[src/core/pmwc_pkg.sv]
package pmwc_pkg;

    // ==================================================
    // Register map (byte addresses, one word each).
    // ==================================================
    localparam logic [3:0] power_control_reg_addr = 4'h0;
    localparam logic [3:0] power_unit_config_reg_addr = 4'h4;
    localparam logic [3:0] power_unit_mode_reg_addr = 4'h8;
    localparam logic [3:0] status_reg_addr = 4'hc;

    // ==================================================
    // Field positions.
    // ==================================================
    localparam int ctl_idle_bit = 0;
    localparam int ctl_stop_bit = 1;
    localparam int cfg_cmp_bit = 0;
    localparam int cfg_pmat_bit = 1;
    localparam int cfg_alarm_bit = 2;
    localparam int cfg_oscfail_bit = 3;
    localparam int cfg_pinrst_bit = 4;
    localparam int cfg_clear_bit = 5;
    localparam int cfg_suspend_bit = 6;
    localparam int cfg_sleep_bit = 7;
    localparam int mode_wakeoe_bit = 6;
    localparam int mode_battery_monitor_disable_bit = 5;

    // ==================================================
    // Reset values and timing.
    // ==================================================
    localparam logic [7:0] ctl_reset = 8'h00;
    localparam logic [7:0] mode_reset = 8'h00;
    localparam logic [31:0] reset_vector = 32'h0000_0000;
    localparam int flag_blank_cycles = 2;
    localparam int clk_mhz = 100;
    localparam int pin_wake_hold_us = 15;
    localparam int pin_wake_hold_cycles = pin_wake_hold_us * clk_mhz;

    typedef enum logic [5:0] {
        pmwc_run = 6'h01,
        pmwc_idle = 6'h02,
        pmwc_stop = 6'h04,
        pmwc_suspend = 6'h08,
        pmwc_sleep = 6'h10,
        pmwc_resume = 6'h20
    } pmwc_state_t;

    typedef struct packed {
        logic osc_fail;
        logic alarm;
        logic port_match;
        logic cmp_rise;
    } pmwc_wake_t;

    typedef struct packed {
        logic cpu_halt;
        logic precision_osc_en;
        logic all_osc_en;
        logic sys_clk_en;
        logic core_reg_en;
        logic ram_on_battery;
        logic io_hold;
    } pmwc_power_t;

endpackage

[src/core/pmwc_reset_sync.sv]
`timescale 1ns/1ps
// Three-stage edge detector for the reset pin; one-cycle pulse on falling edge.
module pmwc_pin_edge
(
    input wire logic sys_clk,
    input wire logic rstn,
    input wire logic pin_n,
    output logic fall_pulse
);

    logic s1_ff;
    logic s2_ff;
    logic s3_ff;

    always_ff @(posedge sys_clk or negedge rstn)
    begin
        if (!rstn)
        begin
            s1_ff <= 1'b1;
            s2_ff <= 1'b1;
            s3_ff <= 1'b1;
            fall_pulse <= 1'b0;
        end
        else
        begin
            s1_ff <= pin_n;
            s2_ff <= s1_ff;
            s3_ff <= s2_ff;
            fall_pulse <= s3_ff & ~s2_ff;
        end
    end

endmodule

[src/core/pmwc_top.sv]
// Added by the designer: the placing of the registers and the Avalon-MM interface to the registers.
`timescale 1ns/1ps
module pmwc_top
(
    input wire logic sys_clk,
    input wire logic rstn,
    input wire logic [3:0] avs_address,
    input wire logic avs_read,
    input wire logic avs_write,
    input wire logic [31:0] avs_writedata,
    input wire logic [3:0] avs_byteenable,
    output logic [31:0] avs_readdata,
    output logic avs_waitrequest,
    output logic [1:0] avs_response,
    input wire logic instr_done,
    input wire logic irq_pending,
    input wire logic watchdog_expire,
    input wire logic missing_clock_timeout,
    input wire logic ext_reset,
    input wire logic reset_pin_n,
    input wire logic two_cell_mode,
    input wire pmwc_pkg::pmwc_wake_t wake_events,
    output pmwc_pkg::pmwc_power_t power_ctl,
    output logic internal_reset,
    output logic por_request,
    output logic [31:0] fetch_addr,
    output logic fetch_addr_load,
    output logic wake_request,
    output logic battery_monitor_en
);

    pmwc_pkg::pmwc_state_t state_ff;
    pmwc_pkg::pmwc_state_t nxt_state;
    logic [7:0] ctl_ff;
    logic [7:0] mode_ff;
    logic [3:0] wake_en_ff;
    logic [4:0] flags_ff;
    logic [1:0] blank_ff;
    logic pin_fall;
    logic ack_ff;
    logic [3:0] ev;
    logic wake_hit;
    logic any_reset;
    logic wr_cfg;
    logic enter_suspend;
    logic enter_sleep;
    logic refuse;

    // ==================================================
    // Reset-pin edge detection.
    // ==================================================
    pmwc_pin_edge u_edge
    (
        .sys_clk(sys_clk),
        .rstn(rstn),
        .pin_n(reset_pin_n),
        .fall_pulse(pin_fall)
    );

    function automatic logic [31:0] pmwc_read_word(input logic [7:0] v);
        pmwc_read_word = {24'h000000, v};
    endfunction

    assign ev = {wake_events.osc_fail, wake_events.alarm,
                 wake_events.port_match, wake_events.cmp_rise};
    assign any_reset = ext_reset | watchdog_expire | missing_clock_timeout;
    assign wr_cfg = avs_write & ack_ff & (avs_address == pmwc_pkg::power_unit_config_reg_addr)
                    & avs_byteenable[0];
    assign enter_sleep = wr_cfg & avs_writedata[pmwc_pkg::cfg_sleep_bit];
    assign enter_suspend = wr_cfg & avs_writedata[pmwc_pkg::cfg_suspend_bit]
                           & ~avs_writedata[pmwc_pkg::cfg_sleep_bit];
    // Refusal checks flags against the enables carried by the entry write.
    assign refuse = |(flags_ff[3:0] & avs_writedata[3:0]);

    // Comparator wake only counts in sleep when the supply is two-cell.
    always_comb
    begin
        wake_hit = |(ev[3:1] & wake_en_ff[3:1]) | pin_fall;
        if (ev[0] & wake_en_ff[0])
        begin
            if (state_ff != pmwc_pkg::pmwc_sleep || two_cell_mode)
            begin
                wake_hit = 1'b1;
            end
        end
    end

    // ==================================================
    // Avalon slave: one wait cycle, then acknowledge.
    // ==================================================
    always_ff @(posedge sys_clk or negedge rstn)
    begin
        if (!rstn)
        begin
            ack_ff <= 1'b0;
            avs_waitrequest <= 1'b1;
        end
        else
        begin
            ack_ff <= (avs_read | avs_write) & ~ack_ff;
            avs_waitrequest <= ~((avs_read | avs_write) & ~ack_ff);
        end
    end

    always_ff @(posedge sys_clk or negedge rstn)
    begin
        if (!rstn)
        begin
            avs_readdata <= 32'h0000_0000;
            avs_response <= 2'h0;
        end
        else if ((avs_read | avs_write) & ~ack_ff)
        begin
            avs_response <= 2'h0;
            avs_readdata <= 32'h0000_0000;
            case (avs_address)
                pmwc_pkg::power_control_reg_addr:
                    avs_readdata <= pmwc_read_word(ctl_ff);
                pmwc_pkg::power_unit_config_reg_addr:
                    avs_readdata <= (blank_ff != 2'h0) ? 32'h0000_0000
                                    : pmwc_read_word({3'h0, flags_ff});
                pmwc_pkg::power_unit_mode_reg_addr:
                    avs_readdata <= pmwc_read_word({mode_ff[7:5], 5'h00});
                pmwc_pkg::status_reg_addr:
                    avs_readdata <= {26'h0, state_ff};
                default:
                    avs_response <= 2'h2;
            endcase
        end
    end

    // ==================================================
    // Control and mode registers.
    // ==================================================
    always_ff @(posedge sys_clk or negedge rstn)
    begin
        if (!rstn)
        begin
            ctl_ff <= pmwc_pkg::ctl_reset;
        end
        else if (any_reset)
        begin
            ctl_ff <= pmwc_pkg::ctl_reset;
        end
        else if (avs_write & ack_ff & avs_byteenable[0]
                 & (avs_address == pmwc_pkg::power_control_reg_addr))
        begin
            ctl_ff <= avs_writedata[7:0];
        end
        else if (state_ff == pmwc_pkg::pmwc_idle && irq_pending)
        begin
            ctl_ff[pmwc_pkg::ctl_idle_bit] <= 1'b0;
        end
    end

    always_ff @(posedge sys_clk or negedge rstn)
    begin
        if (!rstn)
        begin
            mode_ff <= pmwc_pkg::mode_reset;
        end
        else if (any_reset)
        begin
            mode_ff[pmwc_pkg::mode_battery_monitor_disable_bit] <= 1'b0;
        end
        else if (avs_write & ack_ff & avs_byteenable[0]
                 & (avs_address == pmwc_pkg::power_unit_mode_reg_addr))
        begin
            mode_ff <= {avs_writedata[7:5], 5'h00};
        end
    end

    // ==================================================
    // Wake enables and flags.
    // ==================================================
    always_ff @(posedge sys_clk or negedge rstn)
    begin
        if (!rstn)
        begin
            wake_en_ff <= 4'h0;
        end
        else if (wr_cfg)
        begin
            wake_en_ff <= avs_writedata[3:0];
        end
    end

    // A new event in the clearing cycle survives the clear.
    always_ff @(posedge sys_clk or negedge rstn)
    begin
        if (!rstn)
        begin
            flags_ff <= 5'h00;
        end
        else
        begin
            flags_ff <= ((wr_cfg & avs_writedata[pmwc_pkg::cfg_clear_bit]) ? 5'h00
                         : flags_ff) | {pin_fall, ev};
        end
    end

    always_ff @(posedge sys_clk or negedge rstn)
    begin
        if (!rstn)
        begin
            blank_ff <= 2'h0;
        end
        else if (state_ff == pmwc_pkg::pmwc_suspend && wake_hit)
        begin
            blank_ff <= 2'(pmwc_pkg::flag_blank_cycles);
        end
        else if (blank_ff != 2'h0)
        begin
            blank_ff <= blank_ff - 2'h1;
        end
    end

    // ==================================================
    // Power mode sequencer.
    // ==================================================
    always_comb
    begin
        nxt_state = state_ff;
        case (state_ff)
            pmwc_pkg::pmwc_run:
            begin
                if (enter_sleep & ~refuse)
                    nxt_state = pmwc_pkg::pmwc_sleep;
                else if (enter_suspend & ~refuse)
                    nxt_state = pmwc_pkg::pmwc_suspend;
                else if (instr_done & ctl_ff[pmwc_pkg::ctl_stop_bit])
                    nxt_state = pmwc_pkg::pmwc_stop;
                else if (instr_done & ctl_ff[pmwc_pkg::ctl_idle_bit])
                    nxt_state = pmwc_pkg::pmwc_idle;
            end
            pmwc_pkg::pmwc_idle:
                if (irq_pending)
                    nxt_state = pmwc_pkg::pmwc_run;
            pmwc_pkg::pmwc_stop:
                nxt_state = pmwc_pkg::pmwc_stop;
            pmwc_pkg::pmwc_suspend,
            pmwc_pkg::pmwc_sleep:
                if (wake_hit)
                    nxt_state = pmwc_pkg::pmwc_resume;
            pmwc_pkg::pmwc_resume:
                nxt_state = pmwc_pkg::pmwc_run;
            default:
                nxt_state = pmwc_pkg::pmwc_run;
        endcase
    end

    always_ff @(posedge sys_clk or negedge rstn)
    begin
        if (!rstn)
        begin
            state_ff <= pmwc_pkg::pmwc_run;
        end
        else if (any_reset)
        begin
            state_ff <= pmwc_pkg::pmwc_run;
        end
        else
        begin
            state_ff <= nxt_state;
        end
    end

    // ==================================================
    // Power controls and reset outputs.
    // ==================================================
    always_ff @(posedge sys_clk or negedge rstn)
    begin
        if (!rstn)
        begin
            power_ctl <= '{cpu_halt: 1'b0, precision_osc_en: 1'b1, all_osc_en: 1'b1,
                           sys_clk_en: 1'b1, core_reg_en: 1'b1, ram_on_battery: 1'b0,
                           io_hold: 1'b0};
        end
        else
        begin
            // Peripherals and registers are untouched in idle; only the CPU halts.
            power_ctl.cpu_halt <= (nxt_state != pmwc_pkg::pmwc_run) & ~any_reset;
            power_ctl.precision_osc_en <= ~(nxt_state inside {pmwc_pkg::pmwc_stop,
                pmwc_pkg::pmwc_suspend, pmwc_pkg::pmwc_sleep}) | any_reset;
            power_ctl.all_osc_en <= ~(nxt_state inside {pmwc_pkg::pmwc_suspend,
                pmwc_pkg::pmwc_sleep}) | any_reset;
            power_ctl.sys_clk_en <= ~(nxt_state inside {pmwc_pkg::pmwc_suspend,
                pmwc_pkg::pmwc_sleep}) | any_reset;
            power_ctl.core_reg_en <= (nxt_state != pmwc_pkg::pmwc_sleep) | any_reset;
            power_ctl.ram_on_battery <= (nxt_state == pmwc_pkg::pmwc_sleep) & ~any_reset;
            power_ctl.io_hold <= (nxt_state == pmwc_pkg::pmwc_sleep) & ~any_reset;
        end
    end

    always_ff @(posedge sys_clk or negedge rstn)
    begin
        if (!rstn)
        begin
            internal_reset <= 1'b0;
            por_request <= 1'b0;
            fetch_addr <= pmwc_pkg::reset_vector;
            fetch_addr_load <= 1'b0;
        end
        else
        begin
            internal_reset <= (watchdog_expire | missing_clock_timeout)
                              & (state_ff != pmwc_pkg::pmwc_suspend)
                              & (state_ff != pmwc_pkg::pmwc_sleep);
            por_request <= any_reset & mode_ff[pmwc_pkg::mode_battery_monitor_disable_bit];
            fetch_addr <= pmwc_pkg::reset_vector;
            fetch_addr_load <= any_reset;
        end
    end

    always_ff @(posedge sys_clk or negedge rstn)
    begin
        if (!rstn)
        begin
            wake_request <= 1'b0;
            battery_monitor_en <= 1'b1;
        end
        else
        begin
            wake_request <= mode_ff[pmwc_pkg::mode_wakeoe_bit]
                            & (nxt_state != pmwc_pkg::pmwc_sleep);
            battery_monitor_en <= ~mode_ff[pmwc_pkg::mode_battery_monitor_disable_bit];
        end
    end

endmodule

[config.mk]
export PLATFORM = sky130hd
export DESIGN_NAME = pmwc_top
export DESIGN_NICKNAME = d
export VERILOG_FILES = /design/src/core/pmwc_pkg.sv /design/src/core/pmwc_reset_sync.sv /design/src/core/pmwc_top.sv
export SDC_FILE = /design/constraint.sdc
export NUM_CORES = 1
export LEC_CHECK = 0
export BUFFER_PORTS_ARGS = -buffer_cell sky130_fd_sc_hd__buf_2
export CAP_MARGIN = 15
export CORE_ASPECT_RATIO = 0.5
export CORE_MARGIN = 2
export CORE_UTILIZATION = 40
export DETAILED_ROUTE_END_ITERATION = 8
export PLACE_DENSITY = 0.71
export RECOVER_POWER = 50
export SETUP_SLACK_MARGIN = 0.15
export SLEW_MARGIN = 40
export SYNTH_ARGS = -nofsm -noshare
export SYNTH_HDL_FRONTEND = slang
export SYNTH_HIERARCHICAL = 1
export SYNTH_SLANG_ARGS = --single-unit
[constraint.sdc]
create_clock -name sys_clk -period 5.3 [get_ports sys_clk]
set_clock_uncertainty 0.1 [all_clocks]
set_input_delay 0.53 -clock sys_clk [delete_from_list [all_inputs] [get_ports sys_clk]]
set_output_delay 0.53 -clock sys_clk [all_outputs]
set_load 0.02 [all_outputs]
==> metrics.yaml <==
status: "complete, but fails checks"
violations: "max-capacitance violations, max-slew violations"
port-buffer-count: 49
die_area_sq_mm: 0.007654
clock_path_buffers: 2
crit_slowest_cell: "clkbuf_1"
dr.first_iter.drc_count: 138
cts-root-buf: "clkbuf_16"
required_ns: 5.03
synth-seq-cells: 53
initial_core_util_pct: 41.38
netlist_area_sq_mm: 0.002773
regArea_sq_mm: 0.001338
p_leak_nw: 1.451
wirelength_um: 5369
overflow: 0
setup-violations-final: 0
hpwlAfterDp_um: 4111
syn_to_final_growth_pct: 8.845
die_x_um: 121.7
path_cells: "clkbuf_1"
fin_crit_sh_pct: 50.31
rsz0062_at_grt: "no"
async_flop_share_pct: 100.0
start_kind: "input pin"
numCtsBuffers: 5
diodes: 0
seq_area_frac_synth_pct: 48.24
yosysUniqueCellTypes: 52
vias: 1958
grt_use_total_pct: 15.49
multiInputGateArea_sq_mm: 0.001119
wl_per_cell_um: 13.32
path_buf_inv: 1
grt_max_degree: 54
ant_nets: 0
grt_pass1_wl_um: 9239
path_max_fanout: 53
clock_sinks: 53
cts_tree: "done"
hold_violations: 0
whs_ns: 0.2354
crit_family: "buffers and inverters"
fillerInstances: 641
mostFrequentLayoutCells: "conb_1 (57), buf_2 (45), dfrtp_1 (44)"
cts_resized: 0
syn_inst: 265
yosysWarnings: 6
max-slew-margin-rel_pct: -76.68
coreArea_sq_mm: 0.006700
clk_latency_ns: 0.29
ys.flop_type: "dfrtp_1"
worst_pin_slew_ns: 2.650
slowest_delay_ns: 1.85
fmax_mhz: 375.0
fin_nets: 366
grt_pass1_vias: 1919
synth_area_leader_cell: "dfrtp_1"
synth-edff-count: 0
synth_top_cell_area_share_pct: 39.71
fin_setup_tns_ns: 0
drc: 0
antenna_found_initial: 0
rows: 21
ir_worst_vdd_mv: 0.1051
cp.arrival_ns: 2.40
hold_path.class: "in -> reg"
htree_levels: 2
period_minus_slack_ns: 2.667
final_common_cell: "conb_1"
critPathCaptureType: "asynchronous set/reset pin"
ios: 134
path_clk_slew_ns: 0.06
maxSlewViolCount: 54
post_cts_buffers: 0
drive_above_1_share_pct: 24.44
powerDensity_mw_per_mm2: 296.3
avgSynthCellArea_sq_um: 10.46
gp_congestion: 0.9115
synth.area.top_cells: "dfrtp_1 (40%), buf_4 (16%), dfstp_2 (8.5%)"
max_cap_violations: 1
via_per_inst: 4.859
firstDrtPassIters: 5
holdBufCountCts: 0
path_class: "in -> async"
fp.dieH_um: 62.87
==> cell usage after synthesis, types with 2 or more instances <==
cell / count
nor2b_1: 3
nor4b_1: 2
or2_2: 2
a222oi_1: 5
nand3_1: 3
a22o_1: 9
buf_6: 3
dfrtp_1: 44
dfstp_2: 9
nor3_1: 4
a21oi_1: 7
and3_1: 3
inv_1: 7
buf_4: 59
xnor2_1: 2
mux2i_1: 3
nor2_1: 14
o21ai_0: 12
or3_1: 2
nand4_1: 2
and2_1: 6
mux2_2: 6
a22oi_1: 3
a21o_1: 5
clkbuf_1: 5
nand2_1: 19
==> stage by stage <==
step	utilization [%]	total power, mW	setup slack (ns)	cells	cell area (sq um)
6_report	45.04	0.8941	2.633	403	3018
5_1_grt	45.04	0.9334	2.049	403	3018
4_1_cts	45.21	0.9016	2.916	403	3029
3_5_place_dp	42.58	0.5264	2.618	395	2853
3_3_place_gp	42.54	0.5237	2.619	395	2850
2_1_floorplan	-	0.5264	3.055	321	2983
==> registers in the layout, indices dropped and copies added (netlist names), 2 cells and up <==
register,flops
avs_readdata,8
ctl_ff,8
state_ff,6
flags_ff,5
power_ctl,5
wake_en_ff,4
mode_ff,3
blank_ff,2
==> kinds of logic (layout without fill, tap and decap cells) <==
kind of cell | after synthesis | after routing | synth area share [%]
muxes | 9 | 9 | 3.520
buffers and inverters | 75 | 65 | 19.00
xor gates and xnor gates | 3 | 3 | 0.9478
AOI/OAI and AO/OA | 51 | 51 | 13.45
other | 1 | 57 | 0.1352
and+or+nand+nor | 72 | 72 | 14.26
adders and majority gates | 1 | 1 | 0.4512
DFF | 53 | 53 | 48.24
==> per-layer routing <==
layer  part of all wire, %  GRT usage, %  up-vias
li1                      -             -      894
met1                    40         18.41      948
met2                    49         26.12      105
met3                   9.0         4.745       11
met4                   2.2         6.466        0
met5                     0             0        -
==> path summary, 6_finish.rpt <==
kind,startpoint,to,slack (ns),cells past startpoint
min in group asynchronous,rstn,wake_en_ff[3],0.97,1
max,rstn,state_ff[1],2.63,1
max in group sys_clk,avs_address[3],power_ctl[3],2.89,6
max reg2reg,ack_ff,ctl_ff[0],3.04,4
min reg2reg,u_edge/s1_ff,u_edge/s2_ff,0.26,0
min,reset_pin_n,u_edge/s1_ff,0.24,1
==> final cells by class <==
| class | instances | share of cell area (%) |
|---|---|---|
| Timing Repair Buffer | 50 | 8.085 |
| Inverter | 7 | 0.8706 |
| Sequential cell | 53 | 44.32 |
| Clock inverter | 2 | 1.244 |
| Tap cell | 92 | 3.814 |
| Clock buffer | 6 | 4.602 |
| Multi-Input combinational cell | 193 | 37.06 |
==> power by group <==
group / total [mW] / internal [mW] / leakage, nW / switching (mW)
Sequential: 0.422 / 0.417 / 0.665 / 0.00484
Clock: 0.376 / 0.235 / 0.0831 / 0.140
Combinational: 0.0965 / 0.0219 / 0.703 / 0.0746
Total: 0.894 / 0.675 / 1.45 / 0.219
No activity file was read; power rests on OpenSTA's default activity.
